===== config.mk =====
export PLATFORM = sky130hd
export DESIGN_NAME = sotc_ctrl
export DESIGN_NICKNAME = d
export VERILOG_FILES = /design/src/rtl/sotc_pkg.sv /design/src/rtl/sotc_ctrl.sv
export SDC_FILE = /design/constraint.sdc
export NUM_CORES = 1
export LEC_CHECK = 0
export BUFFER_PORTS_ARGS = -buffer_cell sky130_fd_sc_hd__clkbuf_2
export CORE_MARGIN = 2
export CORE_UTILIZATION = 35
export DETAILED_ROUTE_END_ITERATION = 10
export PLACE_DENSITY_LB_ADDON = 0.2
export SKIP_LAST_GASP = 1
export SYNTH_ARGS = -nofsm -noshare
export SYNTH_HDL_FRONTEND = slang
export SYNTH_SLANG_ARGS = --single-unit

===== constraint.sdc =====
create_clock -name pclk -period 2.6 [get_ports pclk]
set_input_delay 0.13 -clock pclk [delete_from_list [all_inputs] [get_ports pclk]]
set_output_delay 0.13 -clock pclk [all_outputs]
set_load 0.02 [all_outputs]

===== src/rtl/sotc_pkg.sv =====
// Constants for the stimulus override and trigger control block
package sotc_pkg;

    // ----------------------------------------------------------------
    // Register byte offsets
    // ----------------------------------------------------------------
    localparam logic [11:0] OFF_PORT_OVR  = 12'h000;
    localparam logic [11:0] OFF_MAST_OVR  = 12'h004;
    localparam logic [11:0] OFF_TRIGGER_LOCATION_CSR  = 12'h008;

    // ----------------------------------------------------------------
    // Field positions
    // ----------------------------------------------------------------
    localparam int SEL_LSB      = 15;
    localparam int SEL_W        = 17;
    localparam int IDX_W_MAX    = 16;
    localparam int POS_OVR_TS   = 2;
    localparam int POS_MAST_EN  = 0;
    localparam int POS_DIR_EN   = 4;
    localparam int POS_TE_EN    = 3;
    localparam int POS_TRG_CLR  = 2;
    localparam int POS_TRG_OCC  = 1;
    localparam int POS_SHOT     = 0;

    // ----------------------------------------------------------------
    // Encodings and reset values
    // ----------------------------------------------------------------
    typedef enum logic [1:0] {
        SOTC_OVR_OFF   = 2'h0,
        SOTC_OVR_GUAR  = 2'h1,
        SOTC_OVR_INVAR = 2'h2,
        SOTC_OVR_RSVD  = 2'h3
    } sotc_ovr_e;

    localparam logic [6:0]       TRIGGER_LOCATION_SRC_ID = 7'h7d;
    localparam logic [SEL_W-1:0] SEL_RESET   = 17'h00000;
    localparam logic             BIT_RESET   = 1'h0;
    localparam logic [31:0]      WORD_ZERO   = 32'h00000000;

endpackage : sotc_pkg


===== src/rtl/sotc_ctrl.sv =====
// Stimulus override and trigger control block with APB register slave
`timescale 1ns/1ps
`default_nettype none

module sotc_ctrl #(
    parameter int PORT_IDX_W = 16,
    parameter int MAST_IDX_W = 16
) (
    input  wire logic                  pclk,
    input  wire logic                  presetn,
    input  wire logic                  psel,
    input  wire logic                  penable,
    input  wire logic                  pwrite,
    input  wire logic [11:0]           paddr,
    input  wire logic [31:0]           pwdata,
    output logic      [31:0]           prdata,
    output logic                       pready,
    output logic                       pslverr,
    input  wire logic                  sp_wr_valid,
    input  wire logic [PORT_IDX_W-1:0] sp_wr_port,
    input  wire logic [MAST_IDX_W-1:0] sp_wr_master,
    input  wire logic                  sp_wr_port_enabled,
    input  wire logic                  sp_wr_trigger_location_enabled,
    input  wire logic                  sp_wr_trigger_location_location,
    input  wire logic                  sp_wr_makes_trace,
    output logic                       ovr_guaranteed,
    output logic                       ovr_invariant,
    output logic                       ovr_timestamp_req,
    output logic                       trigger_location_emit,
    output logic      [6:0]            trigger_location_source_id
);

    // ----------------------------------------------------------------
    // Parameter checks
    // ----------------------------------------------------------------
    if (PORT_IDX_W < 1 || PORT_IDX_W > sotc_pkg::IDX_W_MAX) begin : g_bad_port
        $error("PORT_IDX_W must be 1 to 16");
    end
    if (MAST_IDX_W < 1 || MAST_IDX_W > sotc_pkg::IDX_W_MAX) begin : g_bad_mast
        $error("MAST_IDX_W must be 1 to 16");
    end
    if (sotc_pkg::SEL_W != sotc_pkg::IDX_W_MAX + 1) begin : g_bad_sel
        $error("Select field must be one bit wider than the index");
    end

    // ----------------------------------------------------------------
    // State
    // ----------------------------------------------------------------
    typedef struct packed {
        logic [sotc_pkg::SEL_W-1:0] port_select_mask;
        sotc_pkg::sotc_ovr_e        override_mode;
        logic                       timestamp_override;
        logic [sotc_pkg::SEL_W-1:0] master_select_mask;
        logic                       master_select_enable;
        logic                       direct_trigger_id_enable;
        logic                       monitored_trigger_id_enable;
        logic                       trigger_shot_mode;
        logic                       trigger_occurred;
        logic [31:0]                rdata;
        logic                       ready;
        logic                       slverr;
        logic                       guar;
        logic                       invar;
        logic                       ts_req;
        logic                       emit;
        logic [6:0]                 src_id;
    } sotc_state_s;

    sotc_state_s state_q;
    sotc_state_s state_d;

    // ----------------------------------------------------------------
    // Implemented select bits
    // ----------------------------------------------------------------
    // Bits above the implemented index width stay zero
    logic [sotc_pkg::SEL_W-1:0] port_impl;
    logic [sotc_pkg::SEL_W-1:0] mast_impl;

    for (genvar g = 0; g < sotc_pkg::SEL_W; g++) begin : g_impl
        assign port_impl[g] = (g <= PORT_IDX_W);
        assign mast_impl[g] = (g <= MAST_IDX_W);
    end

    // ----------------------------------------------------------------
    // Power-of-two block mask match
    // ----------------------------------------------------------------
    function automatic logic sotc_sel_match(
        input logic [sotc_pkg::SEL_W-1:0]     sel,
        input logic [sotc_pkg::IDX_W_MAX-1:0] idx
    );
        logic found;
        logic hit;
        int   n;
        found = 1'b0;
        hit   = 1'b1;
        n     = 0;
        for (int i = 0; i < sotc_pkg::SEL_W; i++) begin
            if (!found && sel[i]) begin
                found = 1'b1;
                n     = i;
            end
        end
        for (int j = 0; j < sotc_pkg::IDX_W_MAX; j++) begin
            if (j >= n && idx[j] != sel[j+1]) begin
                hit = 1'b0;
            end
        end
        // Top bit alone leaves nothing to compare: all selected
        return found & hit;
    endfunction : sotc_sel_match

    // ----------------------------------------------------------------
    // Register address decode
    // ----------------------------------------------------------------
    function automatic logic [2:0] sotc_decode(
        input logic [11:0] addr
    );
        logic [2:0] hit;
        hit = 3'h0;
        if (addr == sotc_pkg::OFF_PORT_OVR) begin
            hit = 3'h1;
        end else if (addr == sotc_pkg::OFF_MAST_OVR) begin
            hit = 3'h2;
        end else if (addr == sotc_pkg::OFF_TRIGGER_LOCATION_CSR) begin
            hit = 3'h4;
        end
        return hit;
    endfunction : sotc_decode

    // ----------------------------------------------------------------
    // Read word assembly
    // ----------------------------------------------------------------
    function automatic logic [31:0] sotc_read_word(
        input sotc_state_s s,
        input logic [2:0]  hit
    );
        logic [31:0] w;
        w = sotc_pkg::WORD_ZERO;
        if (hit[0]) begin
            w[sotc_pkg::SEL_LSB +: sotc_pkg::SEL_W] = s.port_select_mask;
            w[sotc_pkg::POS_OVR_TS]                 = s.timestamp_override;
            w[1:0]                                  = s.override_mode;
        end else if (hit[1]) begin
            w[sotc_pkg::SEL_LSB +: sotc_pkg::SEL_W] = s.master_select_mask;
            w[sotc_pkg::POS_MAST_EN]                = s.master_select_enable;
        end else if (hit[2]) begin
            w[sotc_pkg::POS_DIR_EN]  = s.direct_trigger_id_enable;
            w[sotc_pkg::POS_TE_EN]   = s.monitored_trigger_id_enable;
            w[sotc_pkg::POS_TRG_OCC] = s.trigger_occurred;
            w[sotc_pkg::POS_SHOT]    = s.trigger_shot_mode;
        end
        return w;
    endfunction : sotc_read_word

    // ----------------------------------------------------------------
    // Next state
    // ----------------------------------------------------------------
    logic [sotc_pkg::IDX_W_MAX-1:0] port_idx;
    logic [sotc_pkg::IDX_W_MAX-1:0] mast_idx;
    logic                           setup;
    logic                           wr_acc;
    logic                           port_hit;
    logic                           mast_hit;
    logic                           trigger_location_cause;
    logic                           clr_req;
    logic [2:0]                     reg_hit;
    logic                           mode_guar;
    logic                           mode_invar;
    logic                           ovr_base;

    always_comb begin
        state_d    = state_q;
        port_idx   = sotc_pkg::IDX_W_MAX'(sp_wr_port);
        mast_idx   = sotc_pkg::IDX_W_MAX'(sp_wr_master);
        setup      = psel & ~penable;
        wr_acc     = psel & penable & pready & pwrite;
        clr_req    = 1'b0;
        reg_hit    = sotc_decode(paddr);
        mode_guar  = (state_q.override_mode == sotc_pkg::SOTC_OVR_GUAR);
        mode_invar = (state_q.override_mode == sotc_pkg::SOTC_OVR_INVAR);

        // ----------------------------------------------------------------
        // Register writes
        // ----------------------------------------------------------------
        if (wr_acc) begin
            if (reg_hit[0]) begin
                state_d.port_select_mask =
                    pwdata[sotc_pkg::SEL_LSB +: sotc_pkg::SEL_W] & port_impl;
                state_d.timestamp_override = pwdata[sotc_pkg::POS_OVR_TS];
                state_d.override_mode = sotc_pkg::sotc_ovr_e'(pwdata[1:0]);
            end else if (reg_hit[1]) begin
                state_d.master_select_mask =
                    pwdata[sotc_pkg::SEL_LSB +: sotc_pkg::SEL_W] & mast_impl;
                state_d.master_select_enable = pwdata[sotc_pkg::POS_MAST_EN];
            end else if (reg_hit[2]) begin
                state_d.direct_trigger_id_enable    = pwdata[sotc_pkg::POS_DIR_EN];
                state_d.monitored_trigger_id_enable = pwdata[sotc_pkg::POS_TE_EN];
                state_d.trigger_shot_mode           = pwdata[sotc_pkg::POS_SHOT];
                clr_req = pwdata[sotc_pkg::POS_TRG_CLR] & state_q.trigger_shot_mode;
            end
        end

        // ----------------------------------------------------------------
        // Override decisions for the current stimulus write
        // ----------------------------------------------------------------
        port_hit = sotc_sel_match(state_q.port_select_mask, port_idx);
        mast_hit = ~state_q.master_select_enable
                 | sotc_sel_match(state_q.master_select_mask, mast_idx);
        ovr_base = sp_wr_valid & port_hit & mast_hit;
        state_d.guar  = ovr_base & mode_guar;
        state_d.invar = ovr_base & mode_invar;
        state_d.ts_req = sp_wr_valid & sp_wr_makes_trace
                       & state_q.timestamp_override;

        // ----------------------------------------------------------------
        // Trigger emission
        // ----------------------------------------------------------------
        trigger_location_cause = sp_wr_valid & sp_wr_port_enabled
                   & ((sp_wr_trigger_location_location & state_q.direct_trigger_id_enable)
                    | (sp_wr_trigger_location_enabled & state_q.monitored_trigger_id_enable));
        state_d.emit = trigger_location_cause
                     & ~(state_q.trigger_shot_mode & state_q.trigger_occurred);
        state_d.src_id = state_d.emit ? sotc_pkg::TRIGGER_LOCATION_SRC_ID : 7'h00;

        // ----------------------------------------------------------------
        // Status: set wins over clear
        // ----------------------------------------------------------------
        if (clr_req) begin
            state_d.trigger_occurred = 1'b0;
        end
        if (state_d.trigger_shot_mode == 1'b0) begin
            state_d.trigger_occurred = 1'b0;
        end else if (state_q.trigger_shot_mode & trigger_location_cause) begin
            state_d.trigger_occurred = 1'b1;
        end

        // ----------------------------------------------------------------
        // APB answer, one cycle after setup
        // ----------------------------------------------------------------
        state_d.ready  = setup;
        state_d.slverr = 1'b0;
        state_d.rdata  = sotc_pkg::WORD_ZERO;
        if (setup) begin
            state_d.rdata  = sotc_read_word(state_q, reg_hit);
            state_d.slverr = (reg_hit == 3'h0);
        end
    end

    // ----------------------------------------------------------------
    // Registers
    // ----------------------------------------------------------------
    always_ff @(posedge pclk or negedge presetn) begin
        if (!presetn) begin
            state_q.port_select_mask            <= sotc_pkg::SEL_RESET;
            state_q.override_mode               <= sotc_pkg::SOTC_OVR_OFF;
            state_q.timestamp_override          <= sotc_pkg::BIT_RESET;
            state_q.master_select_mask          <= sotc_pkg::SEL_RESET;
            state_q.master_select_enable        <= sotc_pkg::BIT_RESET;
            state_q.direct_trigger_id_enable    <= sotc_pkg::BIT_RESET;
            state_q.monitored_trigger_id_enable <= sotc_pkg::BIT_RESET;
            state_q.trigger_shot_mode           <= sotc_pkg::BIT_RESET;
            state_q.trigger_occurred            <= sotc_pkg::BIT_RESET;
            state_q.rdata                       <= sotc_pkg::WORD_ZERO;
            state_q.ready                       <= 1'b0;
            state_q.slverr                      <= 1'b0;
            state_q.guar                        <= 1'b0;
            state_q.invar                       <= 1'b0;
            state_q.ts_req                      <= 1'b0;
            state_q.emit                        <= 1'b0;
            state_q.src_id                      <= 7'h00;
        end else begin
            state_q <= state_d;
        end
    end

    // ----------------------------------------------------------------
    // Outputs
    // ----------------------------------------------------------------
    assign prdata            = state_q.rdata;
    assign pready            = state_q.ready;
    assign pslverr           = state_q.slverr;
    assign ovr_guaranteed    = state_q.guar;
    assign ovr_invariant     = state_q.invar;
    assign ovr_timestamp_req = state_q.ts_req;
    assign trigger_location_emit         = state_q.emit;
    assign trigger_location_source_id    = state_q.src_id;

endmodule : sotc_ctrl

`default_nettype wire


# After elaboration in Yosys (flattened, before gate mapping)
# Index checks and enable logic that the tools add are counted.
[word_totals]
reg_bits = 87
latchBits = 0
ram_bits = 0
rom_bits = 0
input_bits = 86
output_inout_bits = 45
word_cells = 339
mem_count = 0
[op_classes]
add_sub_neg = 0
n_mul = 0
div = 0
n_lt_le_gt_ge = 32
eq_ne = 37
shifts = 0
muxes = 125
n_bitwise = 27
reduce_logical = 101
[ops]
columns = ["op", "count"]
rows = [
  ["two-way mux 32 bit", 31],
  [">= comparator 5 x 32 -> 1 bit (first input constant)", 16],
  [">= comparator 4 x 32 -> 1 bit (first input constant)", 8],
  [">= comparator 3 x 32 -> 1 bit (first input constant)", 4],
  ["two-way mux 1 bit", 83],
  [">= comparator 1 x 32 -> 1 bit (first input constant)", 2],
  [">= comparator 2 x 32 -> 1 bit (first input constant)", 2],
  ["logical AND 1 bit", 64],
  ["two-way mux 17 bit", 2],
  ["logical NOT 1 bit", 32],
  ["!= test 1 bit", 32],
  ["bitwise AND 1 bit", 20],
  ["equality test 12 x 3 -> 1 bit (second input constant)", 1],
  ["equality test 12 x 4 -> 1 bit (second input constant)", 1],
  ["logical NOT 12 bit", 1],
  ["two-way mux 2 bit", 5],
  ["two-way mux 3 bit", 3],
  ["two-way mux 7 bit", 1],
  ["inverter 1 bit", 5],
  ["AND reduction 4 bit", 1],
  ["logical NOT 3 bit", 1],
  ["!= test 3 x 1 -> 1 bit (second input constant)", 1],
  ["AND reduction 3 bit", 1],
  ["equality test 2 x 1 -> 1 bit (second input constant)", 1],
  ["3 further kinds", 4],
]

# Longest topological paths before layout
# Gate-level depths: netlist of the first run.
[logic_depth]
depth_word = 71
depth_mapped = 10
ltp_nobuf = 8

# Least setup slack after synthesis of the first run
# OpenSTA, ideal clock, no wires.
[synth_timing]
kind = "reg-to-reg"
start = "register state_q[53] (netlist name)"
end = "register state_q, in the netlist ovr_guaranteed"
t_arrival_ns = 2.554
required_time_ns = 2.499
slack_ns = -0.054
path_stages_with_launch = 10
n_path_buf = 1
period_less_slack_ns = 2.654
cell_sequence = "dfrtp_1 > buf_2 > or4_4 > nor4_4 > or3b_1 > o221ai_1 > o31a_1 > a2111oi_2 > o211ai_1 > nor4_1"
[synth_lines]
columns = ["element", "line_no", "text"]
rows = [
  ["start: declaration", "sotc_ctrl.sv:69", "sotc_state_s state_q;"],
  ["start signal: assignment", "sotc_ctrl.sv:272", "state_q <= state_d;"],
]

==> metrics.yaml, run 1 <==
status:
  run_status: "finished, violations left"
  violations: "design-rule violations"
route:
  route.detailed.vias_per_inst: 5.02
  route.detailed.wl_per_inst_um: 16.2
  routed_wire_length_on_met2_um: 4950
  route.antenna.remaining_nets: 0
  wl_met1_um: 5390
  via_count: 3496
  met3_wire_length_um: 765
  drt-pass1-iter-count: 7
  drc: 11
  detail_route.iter0.violations: 159
  routed_wirelength_um: 11300
  routed.top_layer: "met4"
worst_setup_path:
  critical_path.reg2reg.startpoint: "state_q[53]$_DFFE_PN0P_"
  setup.worst_path.end_class: "flop"
  rr_endpoint: "ovr_invariant$_DFF_PN0_"
  path_class: "flop to flop"
  crit_end: "ovr_invariant$_DFF_PN0_"
  arrival_ns: 2.77
  timing.reg2reg.worst_path_depth: 8
  crit_required_ns: 2.84
  critPathLaunchType: "flop"
  rrSetupSlack_ns: 0.06
  crit_fanout: 4
  setup.worst_path.start: "state_q[53]$_DFFE_PN0P_"
sta:
  hold-worst-slack_ns: 0.0205
  timing.max_slew.rel_slack_pct: 54.1
  hold_viol_final: 0
  finalSetupViolCount: 0
  drv_slew: 0
  fmaxAchievable_mhz: 394
  timing.final.crit_period_ns: 2.54
  final.setup_skew_ns: 0.0100
  fin_crit_sh_pct: 97.5
  worst-slew-pin-transition_ns: 0.688
  grt_setup_unrepaired: "true"
synth:
  ys_dominant_reg_cell: "sky130_fd_sc_hd__dfrtp_1"
  synth.largest_area_cell: "sky130_fd_sc_hd__dfrtp_1"
  postSynth.asyncResetShare_pct: 100
  count_of_flip_flops_with_a_built_in_enable_after_synthesis: 0
  ys_seq_elements: 70
  synthDistinctLibCells: 59
  syn_warnings: 0
  avgSynthCellArea_um2: 9.91
  ys_top_cells_by_area: "sky130_fd_sc_hd__dfrtp_1 (42%), sky130_fd_sc_hd__mux2_2 (10%), sky130_fd_sc_hd__buf_4 (7.0%), sky130_fd_sc_hd__mux2i_1 (4.6%), sky130_fd_sc_hd__nor2_1 (3.9%)"
  synth_sequential_area_ratio_pct: 42.1
  netlist_area_um2: 4160
  synth_largest_type_area_fraction_pct: 42.1
  netlist_instances: 420
run:
  drv.max_cap_violation_count: 0
placed_design:
  dpl.hpwl_um: 9220
  numPlacedInstances: 679
  routabilityCongestion: 0.868
  port-buffer-count: 109
final_layout:
  area_delta_synth_final_pct: 27.6
  filler_cell_count: 1160
  num_antenna_cells: 0
  finish.net_count: 634
  final_cell_count_no_fill: 696
  layout_cells_sized_above_1_pct: 41.6
grt:
  first_global_vias: 3512
  gr-usage-all-layers_pct: 18.5
  grt_start_max_net_pins: 41
  grt_first_pass_wirelength_um: 18400
  antenna_found_initial: 0
  grt_residual_overflow: 0
cts:
  clockBufferDepth: 2
  postCtsSetupBuffers: 0
  clk_pin_slew_worst_paths_ns: 0.06
  clock_sinks: 70
  clkLatencyLatePin_ns: 0.34
  cts-buffers-inserted: 9
  clock_tree.root_cell: "sky130_fd_sc_hd__clkbuf_16"
  cts_tree: "built"
  htree_levels: 3
floorplanning:
  placementRows: 39
  die-width_um: 113
  io-pin-count: 131
  die-height_um: 113
  core_area_um2: 11500
  floorplan.die_area_um2: 12800
  initial_utilization_pct: 36.1
power_and_ir_drop:
  p_leak_uw: 0.00269
  power.ir.vdd_worst_v: 0.000261
  power_per_cell_area_nw_per_um2: 450
hold_path:
  hold_class: "input port to flop"
  timing.hold.worst.start: "pwdata[4]"
==> cell families after synthesis <==
| kind of cell | synth area share, % |
|---|---|
| simple gates | 16.8 |
| compound gates | 11.3 |
| flops | 42.1 |
| buf+inv | 9.20 |
| mux | 14.8 |
| xor+xnor | 5.68 |
| other cells | 0.0901 |
==> cell usage in the layout, fill, tap and decap left out, types with 4 or more instances in the layout <==
master / count
sky130_fd_sc_hd__xor2_1: 15
sky130_fd_sc_hd__nor3_1: 8
sky130_fd_sc_hd__clkbuf_16: 9
sky130_fd_sc_hd__nand3_1: 12
sky130_fd_sc_hd__mux2i_1: 19
sky130_fd_sc_hd__nand2b_1: 7
sky130_fd_sc_hd__dfrtp_1: 70
sky130_fd_sc_hd__nor4_1: 9
sky130_fd_sc_hd__a21oi_1: 17
sky130_fd_sc_hd__nand4_1: 4
sky130_fd_sc_hd__nor4_2: 4
sky130_fd_sc_hd__conb_1: 11
sky130_fd_sc_hd__o21ai_0: 16
sky130_fd_sc_hd__nor2_1: 43
sky130_fd_sc_hd__xnor2_1: 12
sky130_fd_sc_hd__inv_1: 8
sky130_fd_sc_hd__mux2_2: 38
sky130_fd_sc_hd__clkbuf_2: 108
sky130_fd_sc_hd__nand2_1: 19
sky130_fd_sc_hd__buf_4: 50
==> layout make-up <==
cell class / count / area (um^2) / area share (%)
Inverter: 8 / 30.0 / 0.566
Multi-Input combinational cell: 298 / 2130 / 40.1
Tap cell: 143 / 179 / 3.37
Sequential cell: 70 / 1750 / 33.0
Timing Repair Buffer: 161 / 951 / 17.9
Clock inverter: 4 / 22.5 / 0.424
Clock buffer: 12 / 246 / 4.64
==> cells in the mapped netlist, types with 3 or more instances <==
cell type,instances
sky130_fd_sc_hd__or4_1,4
sky130_fd_sc_hd__a31oi_1,3
sky130_fd_sc_hd__buf_4,39
sky130_fd_sc_hd__a22oi_1,3
sky130_fd_sc_hd__nand3_1,12
sky130_fd_sc_hd__nand2_1,19
sky130_fd_sc_hd__inv_1,8
sky130_fd_sc_hd__a21o_1,3
sky130_fd_sc_hd__nand2b_1,7
sky130_fd_sc_hd__nor2b_1,3
sky130_fd_sc_hd__xnor2_1,12
sky130_fd_sc_hd__mux2_2,38
sky130_fd_sc_hd__xor2_1,15
sky130_fd_sc_hd__o31ai_1,3
sky130_fd_sc_hd__nand4_1,4
sky130_fd_sc_hd__clkbuf_1,11
sky130_fd_sc_hd__dfrtp_1,70
sky130_fd_sc_hd__a21oi_1,17
sky130_fd_sc_hd__and2_1,3
sky130_fd_sc_hd__nor2_1,43
sky130_fd_sc_hd__mux2i_1,19
sky130_fd_sc_hd__buf_2,3
sky130_fd_sc_hd__o21ai_0,18
sky130_fd_sc_hd__nor4_1,11
sky130_fd_sc_hd__nor3_1,9
==> per-layer routing <==
layer	vias up	track usage, %
li1	1726	-
met1	1636	26.6
met2	118	27.4
met3	16	4.66
met4	0	5.77
met5	-	0
==> worst max-delay path: stages (launching register included) <==
cell and delay [ns]:
sky130_fd_sc_hd__dfrtp_1 0.37, sky130_fd_sc_hd__or4_4 0.60, sky130_fd_sc_hd__nor2_2 0.20, sky130_fd_sc_hd__nand4_1 0.15
sky130_fd_sc_hd__a21o_1 0.21, sky130_fd_sc_hd__a32oi_1 0.15, sky130_fd_sc_hd__a21oi_1 0.09, sky130_fd_sc_hd__o311a_1 0.37
sky130_fd_sc_hd__nor4_1 0.29
==> flip-flops by register name (all words and copies together) (netlist names) <==
signal                      count
state_q                        42
prdata                         22
ovr_guaranteed                  1
ovr_invariant                   1
ovr_timestamp_req               1
pready                          1
pslverr                         1
trigger_location_source_id      1
==> worst min path at each step <==
stage | end | cells after the start
after floorplan | ovr_guaranteed$_DFF_PN0_ | 0
after global placement | state_q[71]$_DFFE_PN0P_ | 1
after detailed placement | state_q[70]$_DFFE_PN0P_ | 1
after CTS | state_q[48]$_DFFE_PN0P_ | 2
after global routing | state_q[48]$_DFFE_PN0P_ | 2
final | state_q[48]$_DFFE_PN0P_ | 2
==> power by group <==
part           total, uW  internal (uW)  leakage, uW  switching, uW
clock               1110            666     0.000132            444
sequential          1090           1090     0.000966          0.835
combinational        185           76.6      0.00159            108
total               2390           1830      0.00269            554
==> stage by stage <==
step / worst slack, ns / power, uW / setup TNS, ns / utilization, % / cell area [um^2]
floorplan: 0.0534 / 1190 / 0 / - / 4200
global placement: -0.207 / 1290 / -0.413 / 43.2 / 4970
detailed placement: -0.343 / 1290 / -0.632 / 43.2 / 4970
CTS: -0.0476 / 2410 / -0.0476 / 45.8 / 5280
global route: -0.121 / 2490 / -0.203 / 46.1 / 5310
finish: 0.0640 / 2390 / 0 / 46.1 / 5310
==> repair_timing <==
action | 4_1_cts | 5_1_grt
hold buffers | 1 | 0
gates resized for setup | 10 | 5
pin swaps | 4 | 5
setup endpoints to repair | 2 | 2
endpoints found under the hold margin | 30 | 0
No activity file was read; power rests on OpenSTA's default activity.
==> run 2, diff against run 1 <==
--- a/config.mk
+++ b/config.mk
@@ -9,6 +9,7 @@
 export CORE_MARGIN = 2
 export CORE_UTILIZATION = 35
 export DETAILED_ROUTE_END_ITERATION = 10
+export GPL_TIMING_DRIVEN = 0
 export PLACE_DENSITY_LB_ADDON = 0.2
 export SKIP_LAST_GASP = 1
 export SYNTH_ARGS = -nofsm -noshare
==> metrics.yaml, run 2 (synthesis results as in run 1) <==
worst_setup_path:
  critPathLaunchType: "flop"  # unchanged
  arrival_ns: 2.90  # was 2.77 ns
  path_class: "flop to flop"  # unchanged
  slowest_delay_ns: 0.58  # was 0.60 ns
  worstPathBufferInverterCount: 2  # was 0
  critical_path.reg2reg.startpoint: "state_q[52]$_DFFE_PN0P_"  # was state_q[53]$_DFFE_PN0P_
  cp_top_family: "simple AND/OR/NAND/NOR gates"  # unchanged
  cp_cell_sequence: "or4_4 -> buf_4 -> nor2_4 -> nand4_1 -> buf_4 -> a32oi_1 -> a21oi_1 -> o311a_1 -> nor4_2"  # was or4_4 -> nor2_2 -> nand4_1 -> a21o_1 -> a32oi_1 -> a21oi_1 -> o311a_1 -> nor4_1
  setup.worst_path.start: "state_q[52]$_DFFE_PN0P_"  # was state_q[53]$_DFFE_PN0P_
  rrSetupSlack_ns: -0.07  # was 0.06 ns
  setup.worst_path.end_class: "flop"  # unchanged
  crit_fanout: 4  # unchanged
  critical_path.slowest_cell: "sky130_fd_sc_hd__or4_4"  # unchanged
  timing.reg2reg.worst_path_depth: 9  # was 8
  crit_required_ns: 2.82  # was 2.84 ns
  crit_end: "ovr_invariant$_DFF_PN0_"  # unchanged
  crit_path_frequent_cell: "sky130_fd_sc_hd__buf_4"
  path_depth: 9  # was 8
  rr_endpoint: "ovr_invariant$_DFF_PN0_"  # unchanged
status:
  violations: "design-rule violations, negative setup slack"  # was design-rule violations
  run_status: "finished, violations left"  # unchanged
grt:
  first_global_vias: 3522  # was 3,512
  grt_residual_overflow: 0  # unchanged
  grt_first_pass_wirelength_um: 18600  # was 18,400 um
  grt_start_max_net_pins: 38  # was 41
  gr-usage-all-layers_pct: 18.8  # was 18.5%
  antenna_found_initial: 0  # unchanged
power_and_ir_drop:
  power_report.internal_total_uw: 2110  # was 1830 uW
  power_dissipated_by_switching_net_loads_uw: 542  # was 554 uW
  p_leak_uw: 0.00279  # was 0.00269 uW
  p_clk_share_pct: 51.4  # was 46.5%
  power_per_cell_area_nw_per_um2: 475  # was 450 nW/um^2
  seq_power_share_pct: 41.2  # was 45.8%
  power.ir.vdd_worst_v: 0.000343  # was 0.000261 V
  swShare_pct: 20.4  # was 23.2%
  power_frac_comb_pct: 7.4  # was 7.7%
cts:
  clockBufferDepth: 2  # unchanged
  clock_tree.root_cell: "sky130_fd_sc_hd__clkbuf_16"  # unchanged
  cts_tree: "built"  # unchanged
  htree_levels: 3  # unchanged
  clock_sinks: 70  # unchanged
  clk_pin_slew_worst_paths_ns: 0.05  # was 0.06 ns
  cts-buffers-inserted: 9  # unchanged
  clkLatencyLatePin_ns: 0.33  # was 0.34 ns
sta:
  final.setup_skew_ns: 0.00596  # was 0.0100 ns
  grt_setup_unrepaired: "true"  # unchanged
  fmaxAchievable_mhz: 374  # was 394 MHz
  hold-worst-slack_ns: 0.0229  # was 0.0205 ns
  fin_crit_sh_pct: 103  # was 97.5%
  drv_slew: 0  # unchanged
  hold_viol_final: 0  # unchanged
  finalSetupViolCount: 2  # was 0
  finalSetupTns_ns: -0.142  # was 0 ns
  timing.final.crit_period_ns: 2.67  # was 2.54 ns
  post-route-worst-setup-slack_ns: -0.0731  # was 0.0640 ns
  timing.max_slew.rel_slack_pct: 46.4  # was 54.1%
  worst-slew-pin-transition_ns: 0.797  # was 0.688 ns
final_layout:
  multiInputGateArea_um2: 2190  # was 2130 um^2
  num_antenna_cells: 0  # unchanged
  layout_commonest_cell: "sky130_fd_sc_hd__clkbuf_2"  # unchanged
  area_delta_synth_final_pct: 34.0  # was 27.6%
  largest_register_ff_count: 42  # unchanged
  final_design_area_no_fill_um2: 5580  # was 5310 um^2
  top_register: "state_q"  # unchanged
  most-common-layout-cells: "sky130_fd_sc_hd__clkbuf_2 (108), sky130_fd_sc_hd__buf_4 (62), sky130_fd_sc_hd__dfrtp_1 (53)"  # was sky130_fd_sc_hd__clkbuf_2 (108), sky130_fd_sc_hd__dfrtp_1 (70), sky130_fd_sc_hd__buf_4 (50)
  final_core_utilization_pct: 48.4  # was 46.1%
  filler_cell_count: 1116  # was 1,160
  layout_cells_sized_above_1_pct: 45.7  # was 41.6%
  seq_area_um2: 1770  # was 1750 um^2
  finish.net_count: 654  # was 634
hold_path:
  timing.hold.worst.start: "pwdata[16]"  # was pwdata[4]
  hold_class: "input port to flop"  # unchanged
floorplanning:
  core_area_um2: 11500  # unchanged
  die-height_um: 113  # unchanged
  initial_utilization_pct: 36.1  # unchanged
  floorplan.die_area_um2: 12800  # unchanged
  die-width_um: 113  # unchanged
  io-pin-count: 131  # unchanged
  placementRows: 39  # unchanged
route:
  drt-pass1-iter-count: 7  # unchanged
  route.detailed.wl_per_inst_um: 15.8  # was 16.2 um
  detail_route.iter0.violations: 221  # was 159
  via_count: 3567  # was 3,496
  route.detailed.vias_per_inst: 4.98  # was 5.02
  drc: 11  # unchanged
  routed_wirelength_um: 11300  # about the same
  route.antenna.remaining_nets: 0  # unchanged
placed_design:
  port-buffer-count: 109  # unchanged
  dpl.hpwl_um: 8760  # was 9220 um
  place_ws_ns: -0.890  # was -0.343 ns
  placed_cell_area_um2: 4950  # was 4970 um^2
  routabilityCongestion: 0.868  # about the same
run:
  drv.max_cap_violation_count: 0  # unchanged
==> run 2: changes by cell type in the layout (fill, tap and decap cells not counted), moves of 3 or more <==
cell                        previous run  this run
sky130_fd_sc_hd__nor4_2                4         1
sky130_fd_sc_hd__clkbuf_1              2         7
sky130_fd_sc_hd__nor4_4                1         4
sky130_fd_sc_hd__buf_4                50        62
sky130_fd_sc_hd__bufinv_16             0         3
sky130_fd_sc_hd__dfrtp_2               0        17
sky130_fd_sc_hd__dfrtp_1              70        53
==> run 2: power groups by stage <==
stage,Clock [uW],Sequential (uW),Combinational (uW)
5_1_grt,1440,1090,218
3_3_place_gp,0,1110,186
4_1_cts,1390,1090,199
2_1_floorplan,0,1110,79.0
3_5_place_dp,0,1110,193
6_report,1360,1090,197
==> run 2: worst min-delay path by stage <==
stage,cells after the start,to,slack (ns)
CTS,3,state_q[71]$_DFFE_PN0P_,0.02
global placement,2,state_q[48]$_DFFE_PN0P_,0.37
floorplan,0,ovr_guaranteed$_DFF_PN0_,-0.17
detailed placement,1,state_q[54]$_DFFE_PN0P_,0.14
finish,3,state_q[71]$_DFFE_PN0P_,0.02
global route,2,state_q[48]$_DFFE_PN0P_,0.03
==> run 2: what timing repair did <==
action / 4_1_cts / 5_1_grt
buffers inserted: 19 / 3
hold buffers: 1 / 0
gates resized for setup: 38 / 4
cloned: 0 / 0
endpoints found under the hold margin: 33 / 0
pin swaps: 18 / 8
endpoints found under the setup margin: 2 / 2
==> run 2: cell type report <==
cell class	instances	share of cell area [%]
multi-input combinational	298	39.2
sequential	70	31.8
timing repair buffer	133	13.3
buffer	48	5.92
clock buffer	9	4.04
tap	143	3.21
clock inverter	7	2.02
inverter	8	0.538
==> run 2: worst register-to-register path, delay by kind of cell, from the launching register on <==
family / cells / cell delay, ns
buffers and inverters: 2 / 0.35
flip-flops: 1 / 0.41
AND/OR/NAND/NOR: 4 / 1.18
AO/OA/AOI/OAI: 3 / 0.62
==> run 2: metrics by stage <==
| step | std cells | total power (uW) |
|---|---|---|
| floorplan | 430 | 1190 |
| global placement | 682 | 1300 |
| detailed placement | 683 | 1300 |
| CTS | 714 | 2680 |
| global route | 716 | 2760 |
| finish | 716 | 2650 |
==> run 2: routing by layer <==
metal,GRT usage [%],share of wire (%),vias to the layer above
met3,3.80,6.6,15
met4,6.18,1.9,0
met1,26.2,47,1656
met5,0,0,-
met2,29.5,45,130
li1,-,-,1766
==> run 3, diff against run 2 <==
--- a/config.mk
+++ b/config.mk
@@ -7,7 +7,7 @@
 export LEC_CHECK = 0
 export BUFFER_PORTS_ARGS = -buffer_cell sky130_fd_sc_hd__clkbuf_2
 export CORE_MARGIN = 2
-export CORE_UTILIZATION = 35
+export CORE_UTILIZATION = 44
 export DETAILED_ROUTE_END_ITERATION = 10
 export GPL_TIMING_DRIVEN = 0
 export PLACE_DENSITY_LB_ADDON = 0.2
==> metrics.yaml, run 3 (synthesis results as in run 1) <==
worst_setup_path:
  cp_top_family: "simple AND/OR/NAND/NOR gates"  # unchanged
  timing.reg2reg.worst_path_depth: 9  # unchanged
  setup.worst_path.end_class: "flop"  # unchanged
  crit_fanout: 4  # unchanged
  path_depth: 9  # unchanged
  critPathLaunchType: "flop"  # unchanged
  critical_path.slowest_cell: "sky130_fd_sc_hd__or4_4"  # unchanged
  cp_cell_sequence: "or4_4 -> buf_6 -> nor2_4 -> nand4_1 -> buf_4 -> a32oi_2 -> a21oi_1 -> o311a_1 -> nor4_2"  # was or4_4 -> buf_4 -> nor2_4 -> nand4_1 -> buf_4 -> a32oi_1 -> a21oi_1 -> o311a_1 -> nor4_2
  slowest_delay_ns: 0.59  # was 0.58 ns
  crit_required_ns: 2.85  # was 2.82 ns
  arrival_ns: 2.92  # was 2.90 ns
  path_class: "flop to flop"  # unchanged
  worstPathBufferInverterCount: 2  # unchanged
final_layout:
  top_register: "state_q"  # unchanged
  num_antenna_cells: 0  # unchanged
  area_delta_synth_final_pct: 30.6  # was 34.0%
  final_core_utilization_pct: 59.1  # was 48.4%
  most-common-layout-cells: "sky130_fd_sc_hd__clkbuf_2 (108), sky130_fd_sc_hd__buf_4 (58), sky130_fd_sc_hd__dfrtp_1 (53)"  # was sky130_fd_sc_hd__clkbuf_2 (108), sky130_fd_sc_hd__buf_4 (62), sky130_fd_sc_hd__dfrtp_1 (53)
  largest_register_ff_count: 42  # unchanged
  layout_cells_sized_above_1_pct: 46.0  # was 45.7%
  finish.net_count: 653  # was 654
  layout_commonest_cell: "sky130_fd_sc_hd__clkbuf_2"  # unchanged
  filler_cell_count: 847  # was 1,116
  final_cell_count_no_fill: 683  # was 716
route:
  drt-pass1-iter-count: 5  # was 7
  via_count: 3692  # was 3,567
  drc: 0  # was 11
  routed_wirelength_um: 11400  # was 11,300 um
  route.detailed.wl_per_inst_um: 16.6  # was 15.8 um
  detail_route.iter0.violations: 216  # was 221
  route.antenna.remaining_nets: 0  # unchanged
  route.detailed.vias_per_inst: 5.41  # was 4.98
power_and_ir_drop:
  power.ir.vdd_worst_v: 0.000240  # was 0.000343 V
  p_leak_uw: 0.00273  # was 0.00279 uW
  power_per_cell_area_nw_per_um2: 419  # was 475 nW/um^2
cts:
  cts_tree: "built"  # unchanged
  clkLatencyLatePin_ns: 0.35  # was 0.33 ns
  htree_levels: 3  # unchanged
  clock_tree.root_cell: "sky130_fd_sc_hd__clkbuf_8"  # was sky130_fd_sc_hd__clkbuf_16
  clk_pin_slew_worst_paths_ns: 0.08  # was 0.05 ns
  cts-buffers-inserted: 9  # unchanged
  clock_sinks: 70  # unchanged
  clockBufferDepth: 2  # unchanged
placed_design:
  dpl.hpwl_um: 8670  # was 8760 um
  numPlacedInstances: 651  # was 683
  routabilityCongestion: 0.953  # was 0.868
  port-buffer-count: 109  # unchanged
sta:
  timing.max_slew.rel_slack_pct: 42.3  # was 46.4%
  grt_setup_unrepaired: "true"  # unchanged
  finalSetupTns_ns: -0.116  # was -0.142 ns
  timing.final.crit_period_ns: 2.66  # was 2.67 ns
  fin_crit_sh_pct: 102  # was 103%
  hold-worst-slack_ns: 0.00707  # was 0.0229 ns
  final.setup_skew_ns: 0.00960  # was 0.00596 ns
  finalSetupViolCount: 2  # unchanged
  worst-slew-pin-transition_ns: 0.858  # was 0.797 ns
  fmaxAchievable_mhz: 375  # was 374 MHz
  drv_slew: 0  # unchanged
  post-route-worst-setup-slack_ns: -0.0632  # was -0.0731 ns
  hold_viol_final: 0  # unchanged
grt:
  first_global_vias: 3510  # was 3,522
  antenna_found_initial: 0  # unchanged
  gr-usage-all-layers_pct: 23.0  # was 18.8%
  grt_start_max_net_pins: 37  # was 38
  grt_first_pass_wirelength_um: 17900  # was 18,600 um
  grt_residual_overflow: 0  # unchanged
floorplanning:
  die-height_um: 101  # was 113 um
  floorplan.die_area_um2: 10300  # was 12,800 um^2
  initial_utilization_pct: 45.3  # was 36.1%
  io-pin-count: 131  # unchanged
  core_area_um2: 9200  # was 11,500 um^2
  placementRows: 35  # was 39
  die-width_um: 101  # was 113 um
hold_path:
  holdPathStages: 3  # unchanged
  hold_class: "input port to flop"  # unchanged
run:
  drv.max_cap_violation_count: 0  # unchanged
status:
  run_status: "finished, violations left"  # unchanged
  violations: "negative setup slack"  # was design-rule violations, negative setup slack
-- run 3: cell types whose count changed in the layout (fill, tap and decap cells not counted), sizes merged --
cell	delta
clkbuf	+1
clkinvlp	+1
clkinv	-1
buf	-2
dlygate4sd3	+1
bufinv	-1
-- run 3: metrics by stage --
| stage | worst slack [ns] | cell area, um^2 | power, uW |
|---|---|---|---|
| 4_1_cts | -0.109 | 5380 | 2280 |
| 3_5_place_dp | -0.825 | 4910 | 1300 |
| 5_1_grt | -0.145 | 5440 | 2360 |
| 6_report | -0.0632 | 5440 | 2280 |
| 2_1_floorplan | 0.0534 | 4200 | 1190 |
| 3_3_place_gp | -0.860 | 4880 | 1300 |
-- run 3: worst min-delay path, stage by stage --
cell	delay [ns]
sky130_fd_sc_hd__clkbuf_2	0.10
sky130_fd_sc_hd__nand2_1	0.04
sky130_fd_sc_hd__o21ai_0	0.06
-- run 3: where the power goes --
| group | switching, uW | internal (uW) |
|---|---|---|
| clock | 426 | 562 |
| combinational | 109 | 89.5 |
| sequential | 1.05 | 1090 |
| total | 536 | 1740 |
-- run 3: repair_timing --
action | 4_1_cts | 5_1_grt
hold buffers | 2 | 0
pin swaps | 16 | 11
hold endpoints to repair | 35 | 0
setup endpoints to repair | 2 | 2
buffers inserted | 15 | 5
gates resized for setup | 38 | 8
-- run 3: layer usage --
metal	track usage (%)	vias up	share of wire (%)
li1	-	1759	-
met1	31.9	1760	45
met2	36.5	155	46
met3	4.69	18	7.3
met4	6.96	0	1.7
met5	0	-	0
-- run 3: area by class of cell --
| cell class | instances | area [um^2] | share of cell area, % |
|---|---|---|---|
| Multi-Input combinational cell | 298 | 2190 | 40.4 |
| Buffer | 48 | 330 | 6.08 |
| Sequential cell | 70 | 1770 | 32.6 |
| Clock inverter | 6 | 85.1 | 1.57 |
| Inverter | 8 | 30.0 | 0.552 |
| Tap cell | 111 | 139 | 2.56 |
| Clock buffer | 10 | 138 | 2.53 |
| Timing Repair Buffer | 132 | 746 | 13.7 |
-- run 3: path summary, 6_finish.rpt --
path | from | end | slack [ns]
hold reg to reg | state_q[45]$_DFFE_PN0P_ | trigger_location_source_id[5]$_DFF_PN0_ | 0.51
setup reg to reg | state_q[51]$_DFFE_PN0P_ | ovr_invariant$_DFF_PN0_ | -0.06
max in group asynchronous | presetn | state_q[64]$_DFFE_PN0P_ | 1.73
min in group asynchronous | presetn | prdata[19]$_DFF_PN0_ | 0.30
setup / recovery | state_q[51]$_DFFE_PN0P_ | ovr_invariant$_DFF_PN0_ | -0.06
hold / removal | pwdata[30] | state_q[85]$_DFFE_PN0P_ | 0.007
